[src/asfp_pkg.sv]
// Notes on behaviour
// - host drives the serial shift clock
// - host lowers read frame sync to read
// - device shifts sixteen bits on rising edges
// - host holds write frame sync during writes
// - host presents six bits at rising edges, taken by the device at falling edges
// - conversion done is a low pulse
// - low standby input blocks new conversions
// - host start rate is 16 MHz over N
// - unreachable rate rounds to next lower
// - start rate up to 500 ksps sustained
// - rising convert start begins a conversion
package asfp_pkg;
  // ----------------------------------------
  // frame sizes and timing
  // ----------------------------------------
  localparam int unsigned RD_BITS = 16;
  localparam int unsigned WR_BITS = 6;
  localparam int unsigned CLK_MHZ = 250;
  localparam int unsigned GEN_MHZ = 16;
  localparam int unsigned MAX_KSPS = 500;
  // link clock half period in system cycles (host divider)
  localparam logic [3:0] SCLK_HALF = 4'h4;
  // divider count at which the host acts: two cycles after each fall
  localparam logic [3:0] SMP_CNT = 4'h1;
  // conversion time in system cycles and done pulse width
  localparam logic [7:0] CONV_CYC = 8'h40;
  localparam logic [3:0] DONE_CYC = 4'h4;
  // start pulse high width in system cycles
  localparam logic [3:0] START_HI = 4'h4;
  // shortest start period in cycles: 250 MHz / 500 ksps
  localparam int unsigned MIN_PER = (CLK_MHZ * 1000) / MAX_KSPS;
  localparam logic [15:0] RESULT_RST = 16'h0000;
  localparam logic [5:0] CTRL_RST = 6'h00;
endpackage

[src/asfp_if.sv]
`timescale 1ns/1ns
// ----------------------------------------
// serial link between host and converter
// ----------------------------------------
interface asfp_if;
  logic sclk;
  logic read_frame_sync_n;
  logic write_frame_sync_n;
  logic data_in;
  logic data_out;
  logic conv_done_n;
  logic convert_start;
  logic standby_n;
  modport dev (input sclk, input read_frame_sync_n, input write_frame_sync_n,
    input data_in, input convert_start, input standby_n,
    output data_out, output conv_done_n);
  modport host (output sclk, output read_frame_sync_n, output write_frame_sync_n,
    output data_in, output convert_start, output standby_n,
    input data_out, input conv_done_n);
endinterface

[src/asfp_sync.sv]
`timescale 1ns/1ns
// ----------------------------------------
// two-flop synchroniser with edge detect
// ----------------------------------------
module asfp_sync (
  // clock and reset
  input wire logic sys_clk,
  input wire logic rst_n,
  // pin in, synced level and edges out
  input wire logic pin,
  output logic level,
  output logic rise,
  output logic fall
);
  logic meta_q, meta_d, sync_q, sync_d, last_q, last_d;
  // the first flop feeds only the second
  always_comb
  begin
    meta_d = pin;
    sync_d = meta_q;
    last_d = sync_q;
  end
  always_ff @(posedge sys_clk or negedge rst_n)
  begin
    if (!rst_n)
    begin
      meta_q <= 1'b1;
      sync_q <= 1'b1;
      last_q <= 1'b1;
    end
    else
    begin
      meta_q <= meta_d;
      sync_q <= sync_d;
      last_q <= last_d;
    end
  end
  assign level = sync_q;
  assign rise = sync_q & ~last_q;
  assign fall = ~sync_q & last_q;
endmodule

[src/asfp_host.sv]
`timescale 1ns/1ns
// ----------------------------------------
// host end: start generator, clock and frames
// ----------------------------------------
module asfp_host (
  // clock and reset
  input wire logic sys_clk,
  input wire logic rst_n,
  // link
  asfp_if.host lnk,
  // user side
  input wire logic [16:0] divide_n,
  input wire logic gen_en,
  input wire logic [5:0] ctrl_word,
  input wire logic ctrl_req,
  input wire logic standby_req,
  output logic [15:0] result,
  output logic result_valid,
  output logic busy
);
  logic done_r, dout_s;
  asfp_sync u_done (.sys_clk(sys_clk), .rst_n(rst_n), .pin(lnk.conv_done_n),
    .level(), .rise(done_r), .fall());
  asfp_sync u_dout (.sys_clk(sys_clk), .rst_n(rst_n), .pin(lnk.data_out),
    .level(dout_s), .rise(), .fall());

  typedef enum logic [2:0] {
    ASFP_H_IDLE = 3'b001,
    ASFP_H_READ = 3'b010,
    ASFP_H_WRITE = 3'b100
  } asfp_hst_t;
  asfp_hst_t st_q, st_d;
  logic [19:0] gacc_q, gacc_d, per_q, per_d;
  logic cs_q, cs_d;
  logic [3:0] hcnt_q, hcnt_d;
  logic sclk_q, sclk_d, rfs_q, rfs_d, wfs_q, wfs_d, din_q, din_d, sb_q, sb_d;
  logic [4:0] bit_q, bit_d;
  logic [15:0] sh_q, sh_d, res_q, res_d;
  logic [5:0] wsh_q, wsh_d;
  logic rv_q, rv_d, pend_q, pend_d;
  logic [19:0] per_raw;
  logic rise_ev, fall_ev, tick, busy_q, busy_d;

  // link clock phases; the tick sits two cycles after each fall, when the bit
  // that stood at data_out on that fall has come through our synchroniser
  assign rise_ev = (hcnt_q == asfp_pkg::SCLK_HALF - 4'h1) && !sclk_q;
  assign fall_ev = (hcnt_q == asfp_pkg::SCLK_HALF - 4'h1) && sclk_q;
  assign tick = (hcnt_q == asfp_pkg::SMP_CNT) && !sclk_q;

  // 16 MHz/N, N=0 read as 1; 250/16 is not whole so the period
  // in system cycles is rounded up, giving the next lower rate
  always_comb
  begin
    per_raw = 20'((64'(divide_n == 17'h00000 ? 17'h00001 : divide_n) * asfp_pkg::CLK_MHZ
      + asfp_pkg::GEN_MHZ - 1) / asfp_pkg::GEN_MHZ);
    // never faster than the sustained sample rate
    if (per_raw < 20'(asfp_pkg::MIN_PER))
      per_raw = 20'(asfp_pkg::MIN_PER);
  end

  // ----------------------------------------
  // start generator, serial clock, frames
  // ----------------------------------------
  always_comb
  begin
    per_d = per_raw;
    gacc_d = gacc_q;
    cs_d = cs_q;
    if (gen_en)
    begin
      gacc_d = gacc_q + 20'h00001;
      if (gacc_q + 20'h00001 >= per_q)
        gacc_d = 20'h00000;
      cs_d = gacc_q < 20'(asfp_pkg::START_HI);
    end
    else
    begin
      gacc_d = 20'h00000;
      cs_d = 1'b0;
    end
    sb_d = ~standby_req;
    st_d = st_q;
    hcnt_d = hcnt_q;
    sclk_d = sclk_q;
    rfs_d = rfs_q;
    wfs_d = wfs_q;
    din_d = din_q;
    bit_d = bit_q;
    sh_d = sh_q;
    res_d = res_q;
    wsh_d = wsh_q;
    rv_d = 1'b0;
    pend_d = pend_q | done_r;
    // free-running divider; edges act only inside a frame
    hcnt_d = hcnt_q + 4'h1;
    if (hcnt_q == asfp_pkg::SCLK_HALF - 4'h1)
    begin
      hcnt_d = 4'h0;
      sclk_d = ~sclk_q;
    end
    case (st_q)
      ASFP_H_IDLE:
      begin
        // frames open mid-low, so the first rise comes after the sync edge
        if (tick)
        begin
          if (ctrl_req)
          begin
            st_d = ASFP_H_WRITE;
            wfs_d = 1'b0;
            wsh_d = ctrl_word;
            bit_d = 5'h00;
          end
          else if (pend_q)
          begin
            st_d = ASFP_H_READ;
            rfs_d = 1'b0;
            pend_d = done_r;
            bit_d = 5'h00;
          end
        end
      end
      ASFP_H_READ:
      begin
        // take the bit that stood at data_out on our last falling edge
        if (tick)
        begin
          sh_d = {sh_q[14:0], dout_s};
          bit_d = bit_q + 5'h01;
          if (bit_q == 5'(asfp_pkg::RD_BITS - 1))
          begin
            st_d = ASFP_H_IDLE;
            rfs_d = 1'b1;
            res_d = {sh_q[14:0], dout_s};
            rv_d = 1'b1;
          end
        end
      end
      ASFP_H_WRITE:
      begin
        // present bit on rising edge so it is stable at the falling edge
        if (rise_ev)
        begin
          din_d = wsh_q[5];
          wsh_d = {wsh_q[4:0], 1'b0};
        end
        if (fall_ev)
          bit_d = bit_q + 5'h01;
        // release only once the sixth fall has reached the device ahead of the sync
        if (tick && bit_q == 5'(asfp_pkg::WR_BITS))
        begin
          st_d = ASFP_H_IDLE;
          wfs_d = 1'b1;
        end
      end
      default: st_d = ASFP_H_IDLE;
    endcase
    // busy is registered so the output comes straight from a flop
    busy_d = (st_d != ASFP_H_IDLE);
  end
  always_ff @(posedge sys_clk or negedge rst_n)
  begin
    if (!rst_n)
    begin
      per_q <= 20'(asfp_pkg::MIN_PER);
      gacc_q <= 20'h00000;
      cs_q <= 1'b0;
      sb_q <= 1'b1;
      st_q <= ASFP_H_IDLE;
      hcnt_q <= 4'h0;
      sclk_q <= 1'b0;
      rfs_q <= 1'b1;
      wfs_q <= 1'b1;
      din_q <= 1'b0;
      bit_q <= 5'h00;
      sh_q <= 16'h0000;
      res_q <= 16'h0000;
      wsh_q <= 6'h00;
      rv_q <= 1'b0;
      pend_q <= 1'b0;
      busy_q <= 1'b0;
    end
    else
    begin
      per_q <= per_d;
      gacc_q <= gacc_d;
      cs_q <= cs_d;
      sb_q <= sb_d;
      st_q <= st_d;
      hcnt_q <= hcnt_d;
      sclk_q <= sclk_d;
      rfs_q <= rfs_d;
      wfs_q <= wfs_d;
      din_q <= din_d;
      bit_q <= bit_d;
      sh_q <= sh_d;
      res_q <= res_d;
      wsh_q <= wsh_d;
      rv_q <= rv_d;
      pend_q <= pend_d;
      busy_q <= busy_d;
    end
  end
  assign lnk.sclk = sclk_q;
  assign lnk.read_frame_sync_n = rfs_q;
  assign lnk.write_frame_sync_n = wfs_q;
  assign lnk.data_in = din_q;
  assign lnk.convert_start = cs_q;
  assign lnk.standby_n = sb_q;
  assign result = res_q;
  assign result_valid = rv_q;
  assign busy = busy_q;
endmodule

[src/flat_wrapper.sv]
// flat-port wrapper written by rule: the top's interface ports become plain ports
module asfp_host_flat 
  (sys_clk, rst_n, divide_n, gen_en, ctrl_word, ctrl_req, standby_req, result, result_valid, busy, lnk_sclk, lnk_read_frame_sync_n, lnk_write_frame_sync_n, lnk_data_in, lnk_convert_start, lnk_standby_n, lnk_data_out, lnk_conv_done_n);
  asfp_if lnk_i ();
  input wire logic sys_clk;
  input wire logic rst_n;
  input wire logic [16:0] divide_n;
  input wire logic gen_en;
  input wire logic [5:0] ctrl_word;
  input wire logic ctrl_req;
  input wire logic standby_req;
  output logic [15:0] result;
  output logic result_valid;
  output logic busy;
  output wire logic [$bits(lnk_i.sclk)-1:0] lnk_sclk;
  output wire logic [$bits(lnk_i.read_frame_sync_n)-1:0] lnk_read_frame_sync_n;
  output wire logic [$bits(lnk_i.write_frame_sync_n)-1:0] lnk_write_frame_sync_n;
  output wire logic [$bits(lnk_i.data_in)-1:0] lnk_data_in;
  output wire logic [$bits(lnk_i.convert_start)-1:0] lnk_convert_start;
  output wire logic [$bits(lnk_i.standby_n)-1:0] lnk_standby_n;
  input wire logic [$bits(lnk_i.data_out)-1:0] lnk_data_out;
  input wire logic [$bits(lnk_i.conv_done_n)-1:0] lnk_conv_done_n;
  assign lnk_sclk = lnk_i.sclk;
  assign lnk_read_frame_sync_n = lnk_i.read_frame_sync_n;
  assign lnk_write_frame_sync_n = lnk_i.write_frame_sync_n;
  assign lnk_data_in = lnk_i.data_in;
  assign lnk_convert_start = lnk_i.convert_start;
  assign lnk_standby_n = lnk_i.standby_n;
  assign lnk_i.data_out = lnk_data_out;
  assign lnk_i.conv_done_n = lnk_conv_done_n;
  asfp_host u_core (.sys_clk(sys_clk), .rst_n(rst_n), .lnk(lnk_i), .divide_n(divide_n), .gen_en(gen_en), .ctrl_word(ctrl_word), .ctrl_req(ctrl_req), .standby_req(standby_req), .result(result), .result_valid(result_valid), .busy(busy));
endmodule
[config.mk]
export PLATFORM = sky130hd
export DESIGN_NAME = asfp_host_flat
export DESIGN_NICKNAME = d
export VERILOG_FILES = /design/src/asfp_pkg.sv /design/src/asfp_if.sv /design/src/asfp_sync.sv /design/src/asfp_host.sv /design/src/flat_wrapper.sv
export SDC_FILE = /design/constraint.sdc
export NUM_CORES = 1
export LEC_CHECK = 0
export ABC_AREA = 1
export BUFFER_PORTS_ARGS = -buffer_cell sky130_fd_sc_hd__buf_2
export CELL_PAD_IN_SITES_DETAIL_PLACEMENT = 0
export CELL_PAD_IN_SITES_GLOBAL_PLACEMENT = 1
export CORE_UTILIZATION = 40
export DETAILED_ROUTE_END_ITERATION = 8
export PLACE_DENSITY_LB_ADDON = 0.1
export SYNTH_ARGS = -nofsm -noshare
export SYNTH_HDL_FRONTEND = slang
export SYNTH_HIERARCHICAL = 1
export SYNTH_SLANG_ARGS = --single-unit
[constraint.sdc]
create_clock -name sys_clk -period 7.09 [get_ports sys_clk]
set_input_delay 1.418 -clock sys_clk [delete_from_list [all_inputs] [get_ports sys_clk]]
set_output_delay 1.418 -clock sys_clk [all_outputs]
set_load 0.02 [all_outputs]
==> results of run 1 <==
## metal layers
metal	part of all wire [%]	global-route usage, %	wire, microns
met1	51	23.9	9130
met2	46	29.2	8170
met3	2.5	2.35	440
met4	0.71	3.11	127
met5	0	0	0
## report_power, final
part	switching (W)	internal [W]
Clock	0.000249	0.000254
Sequential	0.0000208	0.000686
Combinational	0.00177	0.000846
Total	0.00204	0.00179
## path summary, 6_finish.rpt
check                                       to  slack (ps)            startpoint  cells after the start
setup / recovery               u_core/per_q[0]         680           divide_n[6]                     30
hold / removal             u_core/u_dout/level         360  u_core/u_dout/meta_q                      0
setup reg to reg              u_core/gacc_q[7]        2520      u_core/gacc_q[0]                     14
hold reg to reg            u_core/u_dout/level         360  u_core/u_dout/meta_q                      0
max in group asynchronous     u_core/per_q[15]        4870                 rst_n                      2
min in group asynchronous      u_core/wsh_q[1]        1000                 rst_n                      1
## flip-flops by register name, summed over array words and instances, names as in the netlist, 3 cells and up
signal and cells:
u_core/bit_q 5, u_core/gacc_q 20, u_core/hcnt_q 4, u_core/per_q 20, u_core/result 16, u_core/sh_q 15, u_core/st_q 3, u_core/wsh_q 6
## cells in the final DEF, fill, tap and decap left out, types with 2 or more instances in the layout
master       n
ha_1        76
fa_1        58
nor3_1      15
clkinv_8     3
inv_1      240
nor2_1      68
buf_4        4
nand4_1     23
nor2_2       9
inv_2        9
nor2_4       4
a31oi_1      2
clkinv_4     3
nand2_1    245
nand2_2     18
o22ai_1      2
dfrtp_1     88
xor2_1      23
o211ai_1     6
nor3b_1     14
nand3_1     64
o21ai_0     48
nor4_1      10
clkbuf_16    9
xnor2_1      5
nand3_2      3
buf_2       52
nand4_2      2
dfstp_2     15
a21oi_1     25
nand3b_1     3
and3_1       2
## metrics by stage
step,cells,power [W],util [%]
final,1434,0.00382,45.1
after global routing,1434,0.00433,45.1
after CTS,1434,0.00390,45.1
after detailed placement,1418,0.00336,43.6
after global placement,1418,0.00338,43.6
after floorplan,1115,0.00277,-
## final cells by class
type	count	area (sq um)	area share, %
clock buffers	9	225	2.36
clock inverters	7	91.3	0.957
inverters	249	935	9.79
multi-input cells	735	5070	53.1
flip-flops and latches	103	2600	27.2
well taps	275	344	3.60
repair buffers	56	290	3.04
## worst max-delay path: cells and delay by family
family                   cells  cell delay [ps]
AND/OR/NAND/NOR             19             2240
adder cells (fa/ha/maj)      5             2370
buffers and inverters        6              620
==> metrics.md, run 1 <==
| Metric | Value |
|---|---|
| Num Clock Sinks | 103 |
| Clock Path Buffers | 2 |
| Max IR drop VDD | 0.163 mV |
| Final hold vios | 0 |
| YS warnings | 6 |
| Initial DRT Pass Iterations | 5 |
| Final min period | 6410 ps |
| Slew Limit Headroom | 38.6% |
| Initial DRC count | 259 |
| Area of the core | 21200 sq um |
| Worst Hold Class | flip-flop to flip-flop |
| WP data arrival | 6640 ps |
| Share of post-route cells with drive strength above 1 | 11.6% |
| GRT overflow | 0 |
| Total wire length | 17900 microns |
| I/O Buffers | 53 |
| Routability cong. | 0.872 |
| Critical path's slowest cell | fa_1 |
| Fill count | 2185 |
| Clock latency on the worst-skew pair | 350 ps |
| Full die area | 22400 sq um |
| Largest stage delay on the critical path | 520 ps |
| Worst-path fanout max | 6 |
| Outcome | finished, final reports clean |
| RSZ-0062 raised after global routing | false |
| Crit path kind | primary input to flip-flop |
| Data required, critical path | 7320 ps |
| Power Density | 400 nW/um^2 |
| Die W | 150 microns |
| Initial Utilization | 41.1% |
| Drt drc | 0 |
| Via density | 4.73 |
| Synth Net Count | 1279 |
| Area after detailed placement | 9230 sq um |
| Vias post-DR | 6781 |
| Number of global-route vias before repair | 6659 |
| Diode count | 0 |
| Final setup TNS | 0 ps |
| CTS Root Cell | clkbuf_16 |
| CTS H-tree lvls | 3 |
| Site Rows | 53 |
| Worst slew pin tran | 918 ps |
| Drt wl/cell | 12.5 microns |
| Clock slew at reported path FFs | 70 ps |
| Initial antenna violation count | 0 |
| Final net count | 1318 |
| Cell mode on critical path | nand2_1 |
| Setup bufs post-CTS | 0 |
| Synthesized area | 8700 sq um |
| Largest net degree at the start of global routing | 72 |
| Top Ports | 54 |
| ANT nets after route | 0 |
| LEAKAGE | 5.14 nW |
| TritonCTS Buffers | 9 |
| Gr usage total | 17.4% |
| Synth Area per Inst | 7.81 sq um |
| Hold Worst Slack | 360 ps |
| Max-cap check violation count | 0 |
| Cts repair resizes | 0 |
| TritonCTS clock tree | yes |
| Post-Layout Inst Area | 9550 sq um |
| Type of destination of the critical path | flip-flop |
| Final period util | 90.4% |
| Post-DP HPWL | 14800 microns |
| Hold-fix buffers at CTS | 0 |
| Worst Clk Skew | 9.91 ps |
| Final setup violation count | 0 |
| Setup ws final | 681 ps |
| Peak Freq | 156 MHz |
| Area grow syn2layout | 9.70% |
| Die Span Y | 150 microns |
| Mapped Cells | 1115 |
| Count of final max-slew check failures | 0 |
| First-pass GRT wire length | 31100 microns |
| CP Launch Type | primary input |
| Pre-CTS WS | 320 ps |
(Power assumes the default switching activity.)
==> inputs of run 2 (changes only) <==
Settings changed: CORE_MARGIN from default to 5, CTS_BUF_LIST from default to sky130_fd_sc_hd__clkbuf_8 sky130_fd_sc_hd__clkbuf_16.
==> run 2 against run 1 <==
  * Via count shrank 0.15%
  * Maximum frequency shrank 0.67%
  * Clock-buffer cell count rose by 1
  * Highest routed layer unchanged
  * Clock power increased by 2%
  * Final area about the same
  * Flip-flop and latch count is the same
  * First-iteration DRC count fell by 2.3%
  * Die area is 11% higher
  * Combinational power about the same
  * Clock skew increased by 1.2 ps
==> metrics.md, run 2 (same netlist as run 1, synthesis figures left out) <==
| Metric | Value |
|---|---|
| Outcome | finished, final reports clean |
| Cell mode on critical path | nand2_1 |
| Drt wl/cell | 12.6 microns (+1.4%) |
| TritonCTS Buffers | 9 (unchanged) |
| Drt drc | 0 (unchanged) |
| Clock Path Buffers | 2 (unchanged) |
| Post-DP HPWL | 15100 microns (+2.4%) |
| CTS H-tree lvls | 3 (unchanged) |
| Power Density | 402 nW/um^2 (+0.32%) |
| Worst Clk Skew | 11.1 ps (+1.20 ps) |
| Type of destination of the critical path | flip-flop |
| Final hold vios | 0 (unchanged) |
| Slew Limit Headroom | 35.7% (-2.9 points) |
| Commonest non-fill, non-tap cell in the layout | nand2_1 |
| Count of final max-slew check failures | 0 (unchanged) |
| Routability cong. | 0.825 (-5.4%) |
| Vias post-DR | 6771 (-0.15%) |
| Worst slew pin tran | 962 ps (+43.4 ps) |
| Number of cells on the worst hold path | 0 (unchanged) |
| LEAKAGE | 5.14 nW (about the same) |
| Cts repair resizes | 0 (unchanged) |
| Area of the core | 21600 sq um (+2.2%) |
| Layout Cells excl Fill | 1439 (+0.35%) |
| Hold-fix buffers at CTS | 0 (unchanged) |
| Die W | 158 microns (+5.4%) |
| Crit path capture | u_core/per_q[3] |
| CP Launch Type | primary input |
| WP data arrival | 6680 ps (+40 ps) |
| Setup bufs post-CTS | 0 (unchanged) |
| Crit path kind | primary input to flip-flop |
| Reg-to-reg endpoint | u_core/gacc_q[7] |
| Max-cap check violation count | 0 (unchanged) |
| Gr usage total | 15.7% (-1.7 points) |
| Initial antenna violation count | 0 (unchanged) |
| Total wire length | 18200 microns (+1.8%) |
| Area after detailed placement | 9240 sq um (about the same) |
| Initial Utilization | 40.3% (-0.89 points) |
| Via density | 4.71 (-0.49%) |
| Final setup violation count | 0 (unchanged) |
| I/O Buffers | 53 (unchanged) |
| Largest net degree at the start of global routing | 54 (-25%) |
| Tot Pwr | 0.00384 W (+0.36%) |
| Max IR drop VDD | 0.164 mV (+0.35%) |
| RSZ-0062 raised after global routing | false |
| Clock latency on the worst-skew pair | 350 ps (about the same) |
| Clock slew at reported path FFs | 70 ps (about the same) |
| Commonest cells after routing, fill and taps aside | 245 x nand2_1, 240 x inv_1, 88 x dfrtp_1 |
| Die Span Y | 158 microns (+5.4%) |
| Initial DRT Pass Iterations | 5 (unchanged) |
| GRT overflow | 0 (unchanged) |
| Num Clock Sinks | 103 (unchanged) |
| Post-Layout Inst Area | 9550 sq um (about the same) |
| Area grow syn2layout | 9.75% (about the same) |
| Final setup TNS | 0 ps (unchanged) |
| Crit path from | divide_n[10] |
| Data required, critical path | 7310 ps (about the same) |
| Share of post-route cells with drive strength above 1 | 11.6% (unchanged) |
| Worst-path fanout max | 5 (-1) |
| Worst Hold Class | flip-flop to flip-flop |
| Top Ports | 54 (unchanged) |
| Full die area | 24800 sq um (+11%) |
| Site Rows | 54 (+1.9%) |
| Origin of the critical flop-to-flop path | u_core/gacc_q[0] |
| Peak Freq | 155 MHz (-0.67%) |
| Final period util | 91.0% (+0.61 points) |
| Register-to-register setup slack | 2530 ps (about the same) |
| First-pass GRT wire length | 31800 microns (+2.3%) |
| Diode count | 0 (unchanged) |
| Number of global-route vias before repair | 6715 (+0.84%) |
| Placed cell count | 1423 (+0.35%) |
| CTS Root Cell | clkbuf_16 |
| R2R depth | 14 (unchanged) |
| Critical path's slowest cell | fa_1 |
| ANT nets after route | 0 (unchanged) |
| Largest stage delay on the critical path | 510 ps (about the same) |
| TritonCTS clock tree | yes |
| Final net count | 1318 (unchanged) |
| Initial DRC count | 253 (-2.3%) |
| Final min period | 6450 ps (+43.0 ps) |
## run 2: layout make-up
cell class	count	area, sq um
clock buffers	10	239
clock inverters	6	75.1
fillers	2263	12100
inverters	249	935
multi-input cells	735	5070
flip-flops and latches	103	2600
well taps	280	350
repair buffers	56	290
## run 2: worst min-delay path by stage
stage                              start             endpoint  slack, ps
global placement    u_core/u_dout/meta_q  u_core/u_dout/level        350
finish              u_core/u_dout/meta_q  u_core/u_dout/level        360
detailed placement  u_core/u_dout/meta_q  u_core/u_dout/level        350
floorplan           u_core/u_done/meta_q  u_core/u_done/level        350
CTS                 u_core/u_dout/meta_q  u_core/u_dout/level        360
global route        u_core/u_dout/meta_q  u_core/u_dout/level        370
## run 2: metal layers
metal / vias to the layer above / routed length (microns) / global-route usage (%)
li1: 3539 / - / -
met1: 3156 / 9190 / 22.0
met2: 69 / 8350 / 26.2
met3: 7 / 507 / 2.25
met4: 0 / 150 / 2.91
met5: - / 0 / 0
## run 2: report_power, final
group / internal [W] / switching, W
logic: 0.000847 / 0.00177
clock network: 0.000288 / 0.000227
registers: 0.000686 / 0.0000204
## run 2: per-stage QoR
stage / utilization [%] / setup WS (ps) / hold slack, ps
after floorplan: - / 1130 / 345
after global placement: 42.7 / 366 / 347
after detailed placement: 42.7 / 309 / 347
after CTS: 44.2 / 686 / 361
after global routing: 44.2 / 93.5 / 367
final: 44.2 / 638 / 362
## run 2: critical path: cells and delay by family
| family | cells | cell delay [ps] |
|---|---|---|
| AND/OR/NAND/NOR | 20 | 2180 |
| buffers and inverters | 8 | 800 |
| adder cells (fa/ha/maj) | 5 | 2260 |
==> inputs of run 3 (changes only) <==
==> constraint.sdc (replaced) <==
create_clock -name sys_clk -period 5.72 [get_ports sys_clk]
set_input_delay 0 -clock sys_clk [delete_from_list [all_inputs] [get_ports sys_clk]]
set_output_delay 0 -clock sys_clk [all_outputs]
set_load 0.02 [all_outputs]
==> run 3 against run 2 <==
  * Setup slack improved by 66 ps
  * Sequential power increased by 24%
  * Clock skew increased by 4.4 ps
  * Highest routed layer unchanged
  * Critical endpoint is now u_core/per_q[0]
  * Register-to-register slack got worse by 630 ps
  * Largest cell class unchanged
==> metrics.md, run 3 (same netlist as run 1, synthesis figures left out) <==
| Metric | Value |
|---|---|
| Max IR drop VDD | 0.200 mV (+22%) |
| Share of post-route cells with drive strength above 1 | 11.6% (-0.034 points) |
| Crit path kind | primary input to flip-flop |
| Clock slew at reported path FFs | 70 ps (about the same) |
| CTS H-tree lvls | 3 (unchanged) |
| Final core utilization | 44.7% (+0.54 points) |
| LEAKAGE | 5.19 nW (+0.97%) |
| Full die area | 24800 sq um (unchanged) |
| GRT overflow | 0 (unchanged) |
| WP data arrival | 5250 ps (-1430 ps) |
| Site Rows | 54 (unchanged) |
| Top Ports | 54 (unchanged) |
| FF/Latch Area | 2600 sq um (unchanged) |
| Peak Freq | 199 MHz |
| Data required, critical path | 5950 ps (-1360 ps) |
| Power Density | 493 nW/um^2 (+23%) |
| Type of destination of the critical path | flip-flop |
| I/O Buffers | 53 (unchanged) |
| Initial DRT Pass Iterations | 5 (unchanged) |
| Initial DRC count | 258 (+2.0%) |
| Vias post-DR | 6811 (+0.59%) |
| TritonCTS clock tree | yes |
| Final setup violation count | 0 (unchanged) |
| Setup ws final | 704 ps (+66.0 ps) |
| Diode count | 0 (unchanged) |
| Final setup TNS | 0 ps (unchanged) |
| CP bufs+invs | 8 (unchanged) |
| ANT nets after route | 0 (unchanged) |
| CP top delay family | adder cells |
| Die Span Y | 158 microns (unchanged) |
| Initial antenna violation count | 0 (unchanged) |
| Slew Limit Headroom | 45.3% (+9.6 points) |
| Worst-path fanout max | 5 (unchanged) |
| Clock Path Buffers | 2 (unchanged) |
| Clock latency on the worst-skew pair | 350 ps (about the same) |
| Via density | 4.69 (-0.24%) |
| Count of final max-slew check failures | 0 (unchanged) |
| Drt drc | 0 (unchanged) |
| First-pass GRT wire length | 32200 microns (+1.3%) |
| Routability cong. | 0.826 (about the same) |
| Final min period | 5020 ps |
| Tot Pwr | 0.00476 W (+24%) |
| Largest stage delay on the critical path | 510 ps (about the same) |
| Gr usage total | 15.8% (+0.075 points) |
| Total wire length | 18300 microns (+0.46%) |
| Commonest cells after routing, fill and taps aside | 245 x nand2_1, 240 x inv_1, 88 x dfrtp_1 |
| Worst slew pin tran | 820 ps (-142 ps) |
| Pre-CTS WS | 314 ps (+4.19 ps) |
| Outcome | finished, final reports clean |
| RSZ-0062 raised after global routing | false |
| Multi-input gate area | 5070 sq um (unchanged) |
| Critical path's slowest cell | fa_1 |
| Drt wl/cell | 12.6 microns (-0.37%) |
| CTS Root Cell | clkbuf_16 |
| Commonest non-fill, non-tap cell in the layout | nand2_1 |
| TritonCTS Buffers | 9 (unchanged) |
| Worst Hold Class | primary input to flip-flop |
| Initial Utilization | 40.3% (unchanged) |
| Setup bufs post-CTS | 0 (unchanged) |
| Final net count | 1330 (+0.91%) |
| Worst Clk Skew | 15.5 ps (+4.40 ps) |
| Max-cap check violation count | 0 (unchanged) |
| Post-Layout Inst Area | 9670 sq um (+1.2%) |
| Die W | 158 microns (unchanged) |
| Final period util | 87.7% |
| Num Clock Sinks | 103 (unchanged) |
| Area grow syn2layout | 11.1% |
| Area after detailed placement | 9250 sq um (about the same) |
| Cell mode on critical path | nand2_1 |
| Post-DP HPWL | 15200 microns (+0.39%) |
| Number of global-route vias before repair | 6804 (+1.3%) |
| Area of the core | 21600 sq um (unchanged) |
| Fill count | 2246 (-0.75%) |
| Largest net degree at the start of global routing | 54 (unchanged) |
| CP Launch Type | primary input |
| Final hold vios | 0 (unchanged) |
==> run 3: final timing paths <==
kind	start	end	slack, ps	cells after the start
worst max-delay path	divide_n[10]	u_core/per_q[0]	700	33
worst min-delay path	ctrl_req	u_core/wsh_q[0]	30	5
worst max register to register	u_core/gacc_q[0]	u_core/gacc_q[7]	1900	15
worst min register to register	u_core/u_dout/meta_q	u_core/u_dout/level	360	0
max in group asynchronous	rst_n	u_core/sh_q[12]	4360	3
min in group asynchronous	rst_n	u_core/wsh_q[2]	230	2
==> run 3: where the power goes <==
group | internal [W] | switching (W)
clock network | 0.000349 | 0.000293
registers | 0.000850 | 0.0000250
logic | 0.00105 | 0.00219
total | 0.00225 | 0.00251
==> run 3: layer usage <==
metal  vias up  share of wire (%)  global-route usage (%)
li1       3544                  -                       -
met1      3180                 50                    21.9
met2        73                 46                    26.6
met3        14                2.8                    2.03
met4         0                1.0                    3.07
met5         -                  0                       0
==> run 3: final cells by class <==
type / instances / area share, %
multi-input combinational: 735 / 52.4
sequential: 103 / 26.9
inverter: 249 / 9.67
timing repair buffer: 68 / 4.22
tap: 280 / 3.62
clock buffer: 9 / 2.33
clock inverter: 7 / 0.919
==> run 3: worst reg2reg max path: stages, from the launching register on <==
cell and delay (ps):
dfrtp_1 410, ha_1 230, nand4_1 140, nor3_1 300
inv_1 110, nor2_1 230, nand4_1 160, nor4_1 290
xor2_1 240, ha_1 270, nand4_1 120, inv_1 70
a2111oi_0 530, nand4_1 160, buf_4 250, nor4_1 190
==> run 3: metrics by stage <==
stage	hold slack (ps)	cells
2_1_floorplan	-296	1115
3_3_place_gp	75.4	1424
3_5_place_dp	80.3	1424
4_1_cts	13.3	1451
5_1_grt	51.4	1451
6_report	25.8	1451
==> run 3: what timing repair did <==
item	in CTS	in global routing
hold buffers	11	0
resized for setup	0	0
endpoints found under the hold margin	52	0
